## config.mk

```make
export PLATFORM = sky130hd
export DESIGN_NAME = hspwm_top
export DESIGN_NICKNAME = d
export VERILOG_FILES = /design/src/rtl/hspwm_pkg.sv /design/src/rtl/hspwm_dead.sv /design/src/rtl/hspwm_top.sv
export SDC_FILE = /design/constraint.sdc
export NUM_CORES = 1
export LEC_CHECK = 0
export BUFFER_PORTS_ARGS = -buffer_cell sky130_fd_sc_hd__buf_2
export CAP_MARGIN = 20
export CELL_PAD_IN_SITES_DETAIL_PLACEMENT = 0
export CELL_PAD_IN_SITES_GLOBAL_PLACEMENT = 1
export CORE_ASPECT_RATIO = 2
export CORE_UTILIZATION = 46
export DETAILED_ROUTE_END_ITERATION = 10
export PLACE_DENSITY = 0.83
export REMOVE_ABC_BUFFERS = 1
export SETUP_SLACK_MARGIN = 0.2
export SLEW_MARGIN = 10
export SYNTH_ARGS = -nofsm -noshare
export SYNTH_HDL_FRONTEND = slang
export SYNTH_SLANG_ARGS = --single-unit
```

## constraint.sdc

```tcl
create_clock -name aclk -period 7.03 [get_ports aclk]
set_input_delay 0 -clock aclk [delete_from_list [all_inputs] [get_ports aclk]]
set_output_delay 0 -clock aclk [all_outputs]
set_load 0.005 [all_outputs]
```

## src/rtl/hspwm_pkg.sv

```systemverilog
// package: register map, field positions and types for the high-speed pwm generator
// Functional notes
// - With the external period reset enable set, an external reset pulse restarts the channel time base, also while outputs are swapped.
// - In complementary mode the programmed dead time is inserted on every output transition, including ones caused at once by a duty write.
// - With immediate update, a duty write that lands between old and new duty switches outputs at once, through dead time in complementary mode.
// - Output control bits 11:10 select the pairing mode: 00 complementary, 01 redundant, 10 push-pull.
// - Channel control bit 8 picks the shared master duty instead of the channel duty.
// - In redundant or push-pull mode with buffered updates, a change to zero duty takes effect at the period boundary with no stray pulse.
// - Channel control bit 0 set applies duty writes at once; clear applies them at the next period boundary.
// - With override sync bit 0 clear, the two-bit override data takes effect on the next clock, not at a period boundary.
// - The generator runs only while master time base control bit 15 is set; software sets immediate enables first.
// - With buffered updates, a phase change below dead time or above duty still yields dead time at the next boundary.
// - Trigger compares fire on every (divider+1)th match of the programmed count after the first start-count matches, for values up to the period.
// - Trigger control bits 15:12 divide trigger outputs and bits 5:0 select the postscaler start count.
// - With immediate period update (bit 10), a period write at rollover never yields back-to-back push-pull pulses.
// - With immediate updates off, period, duty, phase and dead time written in one cycle all take effect together at the next cycle start.
package hspwm_pkg;
    localparam int CW = 16;
    localparam logic [7:0] OFS_MTB_CTRL = 8'h00;
    localparam logic [7:0] OFS_PERIOD = 8'h04;
    localparam logic [7:0] OFS_MASTER_DUTY = 8'h08;
    localparam logic [7:0] OFS_SEV_CMP = 8'h0C;
    localparam logic [7:0] OFS_CH_CTRL = 8'h10;
    localparam logic [7:0] OFS_CH_OUT_CTRL = 8'h14;
    localparam logic [7:0] OFS_CH_DUTY = 8'h18;
    localparam logic [7:0] OFS_CH_PHASE = 8'h1C;
    localparam logic [7:0] OFS_DEAD_TIME = 8'h20;
    localparam logic [7:0] OFS_TRIG_PRI = 8'h24;
    localparam logic [7:0] OFS_TRIG_SEC = 8'h28;
    localparam logic [7:0] OFS_TRIG_CTRL = 8'h2C;
    localparam logic [7:0] OFS_IRQ_STATUS = 8'h30;
    localparam logic [7:0] OFS_IRQ_MASK = 8'h34;
    localparam logic [7:0] OFS_STATE = 8'h38;
    localparam int MTB_EN_BIT = 15;
    localparam int MTB_IPU_BIT = 10;
    localparam int CC_IUE_BIT = 0;
    localparam int CC_XRST_BIT = 1;
    localparam int CC_MDUTY_BIT = 8;
    localparam int CC_INDEP_BIT = 9;
    localparam int OC_OVSYNC_BIT = 0;
    localparam int OC_SWAP_BIT = 1;
    localparam int OC_OVD_LO = 2;
    localparam int OC_OVEN_BIT = 4;
    localparam int OC_MODE_LO = 10;
    localparam int TC_DIV_LO = 12;
    localparam int TC_START_LO = 0;
    localparam logic [CW-1:0] PERIOD_RST = 16'h0064;
    localparam int IRQ_W = 3;
    localparam logic [1:0] RESP_OKAY = 2'h0;
    localparam logic [1:0] RESP_SLVERR = 2'h2;
    typedef enum logic [1:0] {
        HSPWM_COMPL = 2'b00,
        HSPWM_REDUND = 2'b01,
        HSPWM_PUSHPULL = 2'b10
    } hspwm_mode_t;
    typedef struct packed {
        logic [CW-1:0] period;
        logic [CW-1:0] duty;
        logic [CW-1:0] phase;
        logic [CW-1:0] dead;
    } hspwm_timing_t;
    typedef struct packed {
        logic hi;
        logic lo;
    } hspwm_pair_t;
endpackage : hspwm_pkg

```

## src/rtl/hspwm_dead.sv

```systemverilog
// dead-time inserter for one complementary output pair
`timescale 1ns/10ps
`default_nettype none
module hspwm_dead
    import hspwm_pkg::*;
(
    input wire logic aclk,
    input wire logic aresetn,
    input wire logic ce,
    input wire logic run,
    input wire logic raw,
    input wire logic [CW-1:0] dead,
    output var hspwm_pair_t pair
);
    typedef struct packed {
        logic lvl;
        logic [CW-1:0] cnt;
        hspwm_pair_t out;
    } hspwm_dead_st_t;
    hspwm_dead_st_t s_q, s_d;

    // every edge of raw, however caused, goes through the dead count
    always_comb
    begin
        s_d = s_q;
        if (!run)
        begin
            s_d = '0;
        end
        else if (raw != s_q.lvl)
        begin
            s_d.lvl = raw;
            s_d.cnt = dead;
            s_d.out = '0;
        end
        else if (s_q.cnt != '0)
        begin
            s_d.cnt = s_q.cnt - 16'h0001;
        end
        else
        begin
            s_d.out.hi = s_q.lvl;
            s_d.out.lo = ~s_q.lvl;
        end
    end

    always_ff @(posedge aclk)
    begin
        if (!aresetn)
            s_q <= '0;
        else if (ce)
            s_q <= s_d;
    end

    assign pair = s_q.out;

    no_overlap_a: assert property (@(posedge aclk) disable iff (!aresetn)
        !(pair.hi && pair.lo)) else $error("both outputs high");
    dead_gap_a: assert property (@(posedge aclk) disable iff (!aresetn)
        (ce && run && $past(run) && raw != s_q.lvl && dead != '0) |=> !pair.hi && !pair.lo)
        else $error("edge passed without dead time");
endmodule : hspwm_dead
`default_nettype wire

```

## src/rtl/hspwm_top.sv

```systemverilog
// high-speed pwm channel with axi4-lite registers
`timescale 1ns/10ps
`default_nettype none
module hspwm_top
    import hspwm_pkg::*;
(
    input wire logic aclk,
    input wire logic aresetn,
    input wire logic ce,
    input wire logic ext_reset,
    input wire logic [7:0] s_axi_awaddr,
    input wire logic s_axi_awvalid,
    output logic s_axi_awready,
    input wire logic [31:0] s_axi_wdata,
    input wire logic [3:0] s_axi_wstrb,
    input wire logic s_axi_wvalid,
    output logic s_axi_wready,
    output logic [1:0] s_axi_bresp,
    output logic s_axi_bvalid,
    input wire logic s_axi_bready,
    input wire logic [7:0] s_axi_araddr,
    input wire logic s_axi_arvalid,
    output logic s_axi_arready,
    output logic [31:0] s_axi_rdata,
    output logic [1:0] s_axi_rresp,
    output logic s_axi_rvalid,
    input wire logic s_axi_rready,
    output logic high_output,
    output logic low_output,
    output logic trig_out,
    output logic irq
);
    typedef struct packed {
        logic aw_got;
        logic w_got;
        logic [7:0] awaddr;
        logic [31:0] wdata;
        logic [3:0] wstrb;
        logic bvalid;
        logic [1:0] bresp;
        logic rvalid;
        logic [31:0] rdata;
        logic [1:0] rresp;
        logic [15:0] mtb_ctrl;
        logic [15:0] chan_ctrl;
        logic [15:0] out_ctrl;
        logic [15:0] trig_ctrl;
        hspwm_timing_t wr;
        hspwm_timing_t act;
        logic [CW-1:0] master_duty;
        logic [CW-1:0] sev_cmp;
        logic [CW-1:0] trig_pri;
        logic [CW-1:0] trig_sec;
        logic [CW-1:0] cnt;
        logic pp_phase;
        logic [3:0] div_cnt;
        logic [5:0] start_cnt;
        logic trig;
        logic [IRQ_W-1:0] status;
        logic [IRQ_W-1:0] mask;
        logic irq;
        hspwm_pair_t pins;
    } hspwm_st_t;
    hspwm_st_t s_q, s_d;

    logic run, raw, rollover, wr_fire, ext_hit;
    logic [CW-1:0] duty_sel, phase_sel;
    hspwm_mode_t mode;
    hspwm_pair_t dt_pair;
    logic [31:0] wmask;

    assign run = s_q.mtb_ctrl[MTB_EN_BIT];
    assign mode = hspwm_mode_t'(s_q.out_ctrl[OC_MODE_LO+:2]);
    // duty in use is always the active copy; selection of master duty below
    assign duty_sel = s_q.act.duty;
    assign phase_sel = s_q.act.phase;
    assign rollover = run && (s_q.cnt >= s_q.act.period);
    // swap does not gate the external reset
    assign ext_hit = run && s_q.chan_ctrl[CC_XRST_BIT] && ext_reset;
    // edge-aligned compare, shifted by phase except on the independent base
    always_comb
    begin
        if (s_q.chan_ctrl[CC_INDEP_BIT])
            raw = run && (s_q.cnt < duty_sel);
        else
            raw = run && ((s_q.cnt - phase_sel) < duty_sel) && (s_q.cnt >= phase_sel);
    end
    assign wr_fire = s_q.aw_got && s_q.w_got && !s_q.bvalid;
    assign wmask = {{8{s_q.wstrb[3]}}, {8{s_q.wstrb[2]}}, {8{s_q.wstrb[1]}}, {8{s_q.wstrb[0]}}};

    hspwm_dead u_dead (
        .aclk(aclk),
        .aresetn(aresetn),
        .ce(ce),
        .run(run),
        .raw(raw),
        .dead(s_q.act.dead),
        .pair(dt_pair)
    );

    function automatic logic [15:0] merge16(input logic [15:0] old, input logic [31:0] nw, input logic [31:0] m);
        merge16 = (old & ~m[15:0]) | (nw[15:0] & m[15:0]);
    endfunction : merge16

    always_comb
    begin
        logic [IRQ_W-1:0] ev;
        logic [CW-1:0] nd;
        ev = '0;
        nd = '0;
        s_d = s_q;
        // write channels, either order
        if (s_axi_awvalid && !s_q.aw_got)
        begin
            s_d.aw_got = 1'b1;
            s_d.awaddr = s_axi_awaddr;
        end
        if (s_axi_wvalid && !s_q.w_got)
        begin
            s_d.w_got = 1'b1;
            s_d.wdata = s_axi_wdata;
            s_d.wstrb = s_axi_wstrb;
        end
        if (s_q.bvalid && s_axi_bready)
            s_d.bvalid = 1'b0;
        if (wr_fire)
        begin
            s_d.aw_got = 1'b0;
            s_d.w_got = 1'b0;
            s_d.bvalid = 1'b1;
            s_d.bresp = RESP_OKAY;
            case (s_q.awaddr)
                OFS_MTB_CTRL: s_d.mtb_ctrl = merge16(s_q.mtb_ctrl, s_q.wdata, wmask);
                OFS_PERIOD: s_d.wr.period = merge16(s_q.wr.period, s_q.wdata, wmask);
                OFS_MASTER_DUTY: s_d.master_duty = merge16(s_q.master_duty, s_q.wdata, wmask);
                OFS_SEV_CMP: s_d.sev_cmp = merge16(s_q.sev_cmp, s_q.wdata, wmask);
                OFS_CH_CTRL: s_d.chan_ctrl = merge16(s_q.chan_ctrl, s_q.wdata, wmask);
                OFS_CH_OUT_CTRL: s_d.out_ctrl = merge16(s_q.out_ctrl, s_q.wdata, wmask);
                OFS_CH_DUTY: s_d.wr.duty = merge16(s_q.wr.duty, s_q.wdata, wmask);
                OFS_CH_PHASE: s_d.wr.phase = merge16(s_q.wr.phase, s_q.wdata, wmask);
                OFS_DEAD_TIME: s_d.wr.dead = merge16(s_q.wr.dead, s_q.wdata, wmask);
                OFS_TRIG_PRI: s_d.trig_pri = merge16(s_q.trig_pri, s_q.wdata, wmask);
                OFS_TRIG_SEC: s_d.trig_sec = merge16(s_q.trig_sec, s_q.wdata, wmask);
                OFS_TRIG_CTRL: s_d.trig_ctrl = merge16(s_q.trig_ctrl, s_q.wdata, wmask);
                OFS_IRQ_STATUS: s_d.status = s_q.status & ~s_q.wdata[IRQ_W-1:0];
                OFS_IRQ_MASK: s_d.mask = s_q.wdata[IRQ_W-1:0];
                OFS_STATE: s_d.bresp = RESP_OKAY;
                default: s_d.bresp = RESP_SLVERR;
            endcase
        end
        // read channel
        if (s_q.rvalid && s_axi_rready)
            s_d.rvalid = 1'b0;
        if (s_axi_arvalid && !s_q.rvalid)
        begin
            s_d.rvalid = 1'b1;
            s_d.rresp = RESP_OKAY;
            s_d.rdata = '0;
            case (s_axi_araddr)
                OFS_MTB_CTRL: s_d.rdata[15:0] = s_q.mtb_ctrl;
                OFS_PERIOD: s_d.rdata[15:0] = s_q.wr.period;
                OFS_MASTER_DUTY: s_d.rdata[15:0] = s_q.master_duty;
                OFS_SEV_CMP: s_d.rdata[15:0] = s_q.sev_cmp;
                OFS_CH_CTRL: s_d.rdata[15:0] = s_q.chan_ctrl;
                OFS_CH_OUT_CTRL: s_d.rdata[15:0] = s_q.out_ctrl;
                OFS_CH_DUTY: s_d.rdata[15:0] = s_q.wr.duty;
                OFS_CH_PHASE: s_d.rdata[15:0] = s_q.wr.phase;
                OFS_DEAD_TIME: s_d.rdata[15:0] = s_q.wr.dead;
                OFS_TRIG_PRI: s_d.rdata[15:0] = s_q.trig_pri;
                OFS_TRIG_SEC: s_d.rdata[15:0] = s_q.trig_sec;
                OFS_TRIG_CTRL: s_d.rdata[15:0] = s_q.trig_ctrl;
                OFS_IRQ_STATUS: s_d.rdata[IRQ_W-1:0] = s_q.status;
                OFS_IRQ_MASK: s_d.rdata[IRQ_W-1:0] = s_q.mask;
                OFS_STATE: s_d.rdata[CW:0] = {s_q.pp_phase, s_q.cnt};
                default: s_d.rresp = RESP_SLVERR;
            endcase
        end

        // duty source chosen when loaded, so master duty follows the same update rule
        nd = s_q.chan_ctrl[CC_MDUTY_BIT] ? s_q.master_duty : s_q.wr.duty;
        if (s_q.chan_ctrl[CC_IUE_BIT])
        begin
            // at once; in complementary mode the dead-time unit still shapes the resulting edge
            s_d.act.duty = nd;
            s_d.act.phase = s_q.wr.phase;
            s_d.act.dead = s_q.wr.dead;
        end
        if (s_q.mtb_ctrl[MTB_IPU_BIT] && !rollover)
            s_d.act.period = s_q.wr.period;

        // time base
        if (!run)
        begin
            s_d.cnt = '0;
            s_d.pp_phase = 1'b0;
        end
        else if (rollover || ext_hit)
        begin
            s_d.cnt = '0;
            s_d.pp_phase = ~s_q.pp_phase;
            // all buffered values load together, duty zero included, so no stray pulse
            s_d.act = {s_q.wr.period, nd, s_q.wr.phase, s_q.wr.dead};
            if (s_q.mtb_ctrl[MTB_IPU_BIT])
                s_d.act.period = s_q.wr.period;
            if (s_q.chan_ctrl[CC_IUE_BIT])
                s_d.act.duty = nd;
        end
        else
        begin
            s_d.cnt = s_q.cnt + 16'h0001;
        end

        // triggers: compare on plain count, first start-count matches skipped
        s_d.trig = 1'b0;
        if (run && (s_q.cnt == s_q.trig_pri || s_q.cnt == s_q.trig_sec))
        begin
            ev[0] = 1'b1;
            if (s_q.start_cnt < s_q.trig_ctrl[TC_START_LO+:6])
            begin
                s_d.start_cnt = s_q.start_cnt + 6'h01;
            end
            else if (s_q.div_cnt >= s_q.trig_ctrl[TC_DIV_LO+:4])
            begin
                s_d.div_cnt = '0;
                s_d.trig = 1'b1;
            end
            else
            begin
                s_d.div_cnt = s_q.div_cnt + 4'h1;
            end
        end
        if (!run)
        begin
            s_d.div_cnt = '0;
            s_d.start_cnt = '0;
        end
        ev[1] = run && (s_q.cnt == s_q.sev_cmp);
        ev[2] = run && rollover;
        // set wins over a clearing write in the same cycle
        s_d.status = s_d.status | ev;
        s_d.irq = |(s_d.status & s_d.mask);

        // output shaping
        case (mode)
            HSPWM_REDUND: s_d.pins = {raw, raw};
            HSPWM_PUSHPULL: s_d.pins = {raw && !s_q.pp_phase, raw && s_q.pp_phase};
            default: s_d.pins = dt_pair;
        endcase
        // dead unit drains one clock late, so a stopped channel is forced low here
        if (!run)
            s_d.pins = '0;
        if (s_q.out_ctrl[OC_SWAP_BIT])
            s_d.pins = {s_d.pins.lo, s_d.pins.hi};
        // unsynced override acts next clock; synced waits for the boundary, or acts next clock while stopped
        if (s_q.out_ctrl[OC_OVEN_BIT] && (!s_q.out_ctrl[OC_OVSYNC_BIT] || rollover || !run))
            s_d.pins = s_q.out_ctrl[OC_OVD_LO+:2];
        else if (s_q.out_ctrl[OC_OVEN_BIT])
            s_d.pins = s_q.pins;
    end

    always_ff @(posedge aclk)
    begin
        if (!aresetn)
        begin
            s_q <= '0;
            s_q.wr.period <= PERIOD_RST;
            s_q.act.period <= PERIOD_RST;
        end
        else if (ce)
            s_q <= s_d;
    end

    assign s_axi_awready = !s_q.aw_got;
    assign s_axi_wready = !s_q.w_got;
    assign s_axi_bvalid = s_q.bvalid;
    assign s_axi_bresp = s_q.bresp;
    assign s_axi_arready = !s_q.rvalid;
    assign s_axi_rvalid = s_q.rvalid;
    assign s_axi_rdata = s_q.rdata;
    assign s_axi_rresp = s_q.rresp;
    assign high_output = s_q.pins.hi;
    assign low_output = s_q.pins.lo;
    assign trig_out = s_q.trig;
    assign irq = s_q.irq;

    stopped_quiet_a: assert property (@(posedge aclk) disable iff (!aresetn)
        (ce && !run && !s_q.out_ctrl[OC_OVEN_BIT]) |=> !high_output && !low_output)
        else $error("outputs active while disabled");
    ext_restart_a: assert property (@(posedge aclk) disable iff (!aresetn)
        (ce && ext_hit) |=> s_q.cnt == '0) else $error("external reset missed");
    buffered_duty_a: assert property (@(posedge aclk) disable iff (!aresetn)
        (ce && !s_q.chan_ctrl[CC_IUE_BIT] && !rollover && !ext_hit && run) |=> $stable(s_q.act.duty))
        else $error("buffered duty changed mid period");
    immediate_duty_a: assert property (@(posedge aclk) disable iff (!aresetn)
        (ce && s_q.chan_ctrl[CC_IUE_BIT] && !s_q.chan_ctrl[CC_MDUTY_BIT]) |=> s_q.act.duty == $past(s_q.wr.duty))
        else $error("immediate duty not applied");
    master_duty_a: assert property (@(posedge aclk) disable iff (!aresetn)
        (ce && s_q.chan_ctrl[CC_IUE_BIT] && s_q.chan_ctrl[CC_MDUTY_BIT]) |=> s_q.act.duty == $past(s_q.master_duty))
        else $error("master duty not selected");
    redundant_same_a: assert property (@(posedge aclk) disable iff (!aresetn)
        (ce && mode == HSPWM_REDUND && !s_q.out_ctrl[OC_OVEN_BIT]) |=> high_output == low_output)
        else $error("redundant outputs differ");
    pushpull_one_a: assert property (@(posedge aclk) disable iff (!aresetn)
        (ce && mode == HSPWM_PUSHPULL && !s_q.out_ctrl[OC_OVEN_BIT]) |=> !(high_output && low_output))
        else $error("push-pull both high");
    override_now_a: assert property (@(posedge aclk) disable iff (!aresetn)
        (ce && s_q.out_ctrl[OC_OVEN_BIT] && !s_q.out_ctrl[OC_OVSYNC_BIT])
        |=> {high_output, low_output} == $past(s_q.out_ctrl[OC_OVD_LO+:2]))
        else $error("override late");
    irq_level_a: assert property (@(posedge aclk) disable iff (!aresetn)
        (ce && run && s_q.cnt == s_q.sev_cmp) |=> s_q.status[1]) else $error("event not latched");
endmodule : hspwm_top
`default_nettype wire

```

==> Word-level counts from Yosys, hierarchy flattened <==
Index checks and enable logic that the tools add are counted.
{ "op_classes": {"n_lt_le_gt_ge": 6, "mul": 0, "n_reduce_logical": 69, "bitwise_logic": 32, "n_shift": 0, "add_sub_neg": 5, "eq_ne": 42, "div_mod_pow": 0, "muxes": 42} }
{ "ops": {"columns": ["cell", "count"], "rows": [
  ["$and A16 B16 Y16", 13],
  ["$or A16 B16 Y16", 12],
  ["$pmux W13 S13", 1],
  ["$mux W64", 2],
  ["$eq A8 B6 Y1 const B", 14],
  ["$eq A8 B5 Y1 const B", 8],
  ["$mux W16", 4],
  ["$eq A16 B16 Y1", 3],
  ["$mux W48", 1],
  ["$pmux W3 S15", 1],
  ["$reduce_and A3 Y1", 14],
  ["$mux W35", 1],
  ["$eq A8 B4 Y1 const B", 4],
  ["$ge A16 B16 Y1", 2],
  ["$lt A16 B16 Y1", 2],
  ["$reduce_or A15 Y1", 2],
  ["$reduce_and A2 Y1", 13],
  ["$logic_and A1 B1 Y1", 20],
  ["$mux W19", 1],
  ["$mux W18", 1],
  ["$mux W17", 1],
  ["$add A16 B1 Y16 const B", 1],
  ["$eq A8 B3 Y1 const B", 2],
  ["$logic_not A8 Y1", 2],
  ["other kinds (31)", 71]
]} }
{ "totals": {"memories": 0, "ram_bits": 0, "latchBits": 0, "rom_bits": 0, "regBits": 363, "input_bits": 61} }

==> Longest topological paths before layout <==
{ "depth": {"depth_word": 11, "ltp_mapped": 26, "mapped_depth_nobuf": 23} }

==> Cells and area by module <==
A second synthesis with hierarchy kept.
{ "unflattened": {"cells_unflattened": 2194, "hier_area_um2": 18692.9} }
{ "modules_own_cells": {"columns": ["module", "area_each_um2", "instances", "cells_per_inst"], "rows": [
  ["hspwm_top", 17501.8, 1, 2042],
  ["hspwm_dead", 1191.1, 1, 152]
]} }

==> Worst setup path before layout <==
No wires, ideal clock.
{ "synth_timing": {"path_type": "reg-to-reg", "start": "register s_q[21] (netlist bit)", "end": "register u_dead.s_q[16] (netlist bit)", "period_less_slack_ps": 5029, "arrival_ps": 4901, "path_stages_with_launch": 27, "slack_ps": 2001, "setup_time_ps": 128, "path_cell_list": "dfxtp_1 -> buf_2 -> inv_1 -> ha_1 -> fa_1 -> nor2b_1 -> o311a_1 -> o21a_1 -> o21ai_0 -> a21oi_1 -> nor4_1 -> a211o_1 -> ha_1 -> o21ai_0 -> o211ai_1 -> a21oi_1 -> o21ai_0 -> o31a_1 -> ha_1 -> clkbuf_1 -> inv_1 -> nand2_1 -> o31a_1 -> and2_1 -> buf_6 -> a22oi_1 -> nor2_1"} }
{ "synth_via": {"elab_chain_cells": 8, "word_cells_on_any_way": 13, "cone_classes": "add/sub: 1; order compare: 3; eq/ne: 2; mux: 3; reduce/logical: 4"} }
{ "synth_lines": {"columns": ["element", "line", "text"], "rows": [
  ["start, declared", "hspwm_top.sv:64", "hspwm_st_t s_q, s_d;"],
  ["$sub A16 B16 Y16", "hspwm_top.sv:86", "raw = run && ((s_q.cnt - phase_sel) < duty_sel) && (s_q.cnt >= phase_sel);"],
  ["$lt A16 B16 Y1", "hspwm_top.sv:86", null],
  ["$logic_and A1 B1 Y1 (2 in a row)", "hspwm_top.sv:86", null],
  ["$mux W1 *", "hspwm_top.sv:83", "if (s_q.chan_ctrl[CC_INDEP_BIT])"],
  ["$ne A1 B1 Y1 *", "hspwm_dead.sv:30", "else if (raw != s_q.lvl)"],
  ["$ne A3 B1 Y1 (no line) or $mux W18 (tied branches)", null, null],
  ["$reduce_and A2 Y1 (no line) or $mux W19 (tied branches)", null, null],
  ["end signal, assigned", "hspwm_dead.sv:50", "s_q <= '0;"],
  ["end signal, assigned", "hspwm_dead.sv:52", "s_q <= s_d;"],
  ["end, declared", "hspwm_dead.sv:20", "hspwm_dead_st_t s_q, s_d;"]
]} }
Every way passes the cells marked *; elsewhere a longest branch is shown, timed or not.
A chain may end at the register's enable or synchronous reset.

==> Worst setup path after layout <==
Same ends and word-level chain as after synthesis.

==> qor.tcl <==
set qor(grt.total_usage_pct) 31.9
set qor(kind_of_critical_path) {flip-flop to flip-flop}
set qor(num-fill-cells) 3850
set qor(worstSetupEndpointType) {flip-flop}
set qor(synth-warning-count) 0
set qor(max_clock_freq_mhz) 157
set qor(finalSetupViolCount) 0
set qor(cts.sinks) 361
set qor(ys_seq_elements) 361
set qor(numCtsBuffers) 35
set qor(synth_edf_count) 0
set qor(final-hold-violation-count) 0
set qor(route.vias.total) 17048
set qor(critPathRequiredTime_ps) 7430
set qor(fin_crit_ps) 6350
set qor(drt_first_pass_iters) 6
set qor(run_status) {finished, final reports clean}
set qor(final_critical_path_share_of_the_clock_period_pct) 90.3
set qor(grt_start_max_net_pins) 195
set qor(fp-row-count) 103
set qor(crit_arrival_ps) 6750
set qor(timing.critical_path.slowest_stage_cell) {sky130_fd_sc_hd__dfxtp_1}
set qor(routed_wirelength_um) 64300
set qor(post_cts.repair.setup_buffers) 0
set qor(maxUsedRoutingLayer) {met4}
set qor(synth_xor_xnor_area_share_pct) 3.78
set qor(fin_tns_setup_ps) 0
set qor(drive_above_1_share_pct) 7.78
set qor(area_enclosed_by_the_die_boundary_sq_mm) 0.0406
set qor(ys_seq_area_share_pct) 39.5
set qor(met3_length_um) 3330
set qor(vias_per_cell) 5.90
set qor(drt_first_iter_violations) 1451
set qor(p_leak_nw) 7.03
set qor(netlist_instances) 2323
set qor(first_global_vias) 16678
set qor(initial_utilization_pct) 46.5
set qor(dp_hpwl_um) 46100
set qor(clock-root-buffer) {sky130_fd_sc_hd__clkbuf_16}
set qor(area_growth_synth_to_finish_pct) 10.7
set qor(vdd_drop_max_uv) 141
set qor(fin_cells) 2889
set qor(cp_slowest_stage_delay_ps) 690
set qor(ctsResizeCount) 0
set qor(total_power_per_unit_cell_area_mw_per_mm2) 204
set qor(grt_setup_unrepaired) {false}
set qor(drv_slew) 0
set qor(fp.dieH_um) 284
set qor(worstPathCellList) {inv_1 > ha_1 > fa_1 > nor2b_1 > o311a_1 > o21a_1 > o21ai_0 > a21oi_1 > nor4_1 > a211o_1 > ha_1 > nand4_1 > nor3_1 > nand2_1 > nor2_1 > o31a_1 > ha_1 > inv_1 > nand2_1 > o31a_1 > and2_1 > a22oi_1 > nor2_1}
set qor(tightest_slew_ps) 1200
set qor(multi_input_comb_area_sq_mm) 0.00999
set qor(async_reset_ff_share_pct) 0
set qor(dp.cells) 2796
set qor(clock_tree.htree_level_count) 2
set qor(hold_class) {primary input to flip-flop}
set qor(ctsLongestPathBuffers) 3
set qor(io_pins) 106
set qor(synth-compound-area-share_pct) 18.8
set qor(mux_share_of_post_synthesis_cell_area_pct) 4.49
set qor(finalNetCount) 2483
set qor(synth_cell_types) 69
set qor(globalplace.congestion) 0.977
set qor(routedLengthMet1_um) 22500
set qor(timing.critical_path.from_type) {flip-flop}
set qor(cts_hold_repair.buffers) 32
set qor(adder_cell_share_of_the_synthesized_area_pct) 5.51
set qor(slew_headroom_pct) 19.8
set qor(synth_simple_gate_area_share_pct) 21.5
set qor(grt_antenna_before_repair) 0
set qor(crit_top_cell) {sky130_fd_sc_hd__ha_1}
set qor(most_frequently_used_flop_master_after_synthesis) {sky130_fd_sc_hd__dfxtp_1}
set qor(grt_remaining_overflow) 0
set qor(synth_top_family_by_area) {simple AND/OR/NAND/NOR gates}
set qor(fin_skew_ps) 14.2
set qor(dr_wl_met2_um) 32500
set qor(floorplan_die_width_um) 143
set qor(mappedNetlistArea_sq_mm) 0.0183
set qor(grt_first_pass_wirelength_um) 97200
set qor(io_buffer_count) 70
set qor(routed_wire_length_per_instance_um) 22.3
set qor(clk_transition_reported_paths_ps) 70
set qor(tritoncts) {done}
set qor(n_diodes) 0
set qor(final_antenna_net_count) 0
set qor(coreArea_sq_mm) 0.0393
set qor(detail_route.drc_violations) 0
set qor(critical_path.max_fanout) 12
set qor(clk-insertion-delay-late_ps) 550
set qor(sequential_cell_area_sq_mm) 0.00723
set qor(maxCapViolCount) 0
set qor(synth_area_per_cell_sq_um) 7.87
-- critical path: cells and delay by family, from the launching register on --
kind	cells	cell delay (ps)
compound gates	8	2280
simple gates	9	1550
fa+ha+maj	4	1320
flops	1	690
buf+inv	2	350
-- layer usage --
metal	up-vias	global-route usage, %
li1	8055	-
met1	8042	33.2
met2	696	56.2
met3	255	3.78
met4	0	26.8
met5	-	0
-- layout make-up --
class | count | share of cell area (%)
Clock buffer | 54 | 5.34
Timing Repair Buffer | 141 | 4.82
Multi-Input combinational cell | 1729 | 49.3
Tap cell | 525 | 3.25
Sequential cell | 361 | 35.7
Inverter | 74 | 1.41
Clock inverter | 5 | 0.136
-- final timing paths --
path / startpoint / end / slack [ps] / cells past startpoint
max: s_q[21] / u_dead.s_q[16] / 680 / 23
max reg2reg: s_q[21] / u_dead.s_q[16] / 680 / 23
min reg2reg: s_axi_rdata[0] / s_axi_rdata[0] / 450 / 2
min: ext_reset / s_q[20] / 30 / 4
-- cell usage after synthesis, drive strengths merged (8+ instances only) --
cell    instances  share of area [%]
a211oi         29                1.2
a21oi         290                7.9
a222oi         13               0.71
a22oi          85                3.5
and2           11               0.38
and3           12               0.41
buf            74                2.7
clkbuf        101                2.1
dfxtp         361                 40
ha             79                5.4
inv            74                1.5
mux2i          82                4.5
nand2         512                 11
nand2b         14               0.48
nand3          75                2.1
nand4          39                1.3
nor2          170                3.5
nor2b           8               0.27
nor3           22               0.63
nor4           10               0.44
o211ai         15               0.62
o21a           11               0.45
o21ai          61                1.7
xnor2          61                2.9
xor2           18               0.86
-- report_power, final --
part / internal, mW / switching, mW
clock: 1.06 / 0.831
combinational: 0.0482 / 0.0997
sequential: 2.05 / 0.0309
-- metrics by stage --
| step | utilization (%) | worst slack, ps | cell area [sq um] | total power, mW | hold slack [ps] |
|---|---|---|---|---|---|
| after floorplan | - | 1200 | 17500 | 2.19 | 71.8 |
| after global placement | 47.8 | 883 | 18800 | 2.26 | 233 |
| after detailed placement | 47.8 | 748 | 18800 | 2.26 | 246 |
| after CTS | 51.4 | 744 | 20200 | 4.14 | 17.3 |
| after global routing | 51.5 | 205 | 20200 | 4.23 | 67.8 |
| final | 51.5 | 678 | 20200 | 4.12 | 34.3 |
-- kinds of logic (layout without fill, tap and decap cells) --
logic type,Yosys count,count (layout)
AO/OA/AOI/OAI,562,562
adder cells (fa/ha/maj),80,80
multiplexers,82,82
XOR/XNOR,79,79
AND/OR/NAND/NOR,909,909
buffers and inverters,249,274
flip-flops,361,361
other,1,17
-- layout by cell type, fill, tap and decap left out, drive strengths merged, types with 12 or more instances in the layout --
cell / Yosys / routed
a222oi: 13 / 13
nand4: 39 / 39
o211ai: 15 / 15
ha: 79 / 79
nor3: 22 / 22
clkbuf: 101 / 54
mux2i: 82 / 82
inv: 74 / 74
nor2: 170 / 170
a211oi: 29 / 29
dlygate4sd3: 0 / 32
dfxtp: 361 / 361
a22oi: 85 / 85
nand3: 75 / 75
nand2: 512 / 512
xnor2: 61 / 61
a21oi: 290 / 290
xor2: 18 / 18
and3: 12 / 12
buf: 74 / 109
conb: 1 / 17
o21ai: 61 / 61
nand2b: 14 / 14
(Power assumes the default switching activity.)
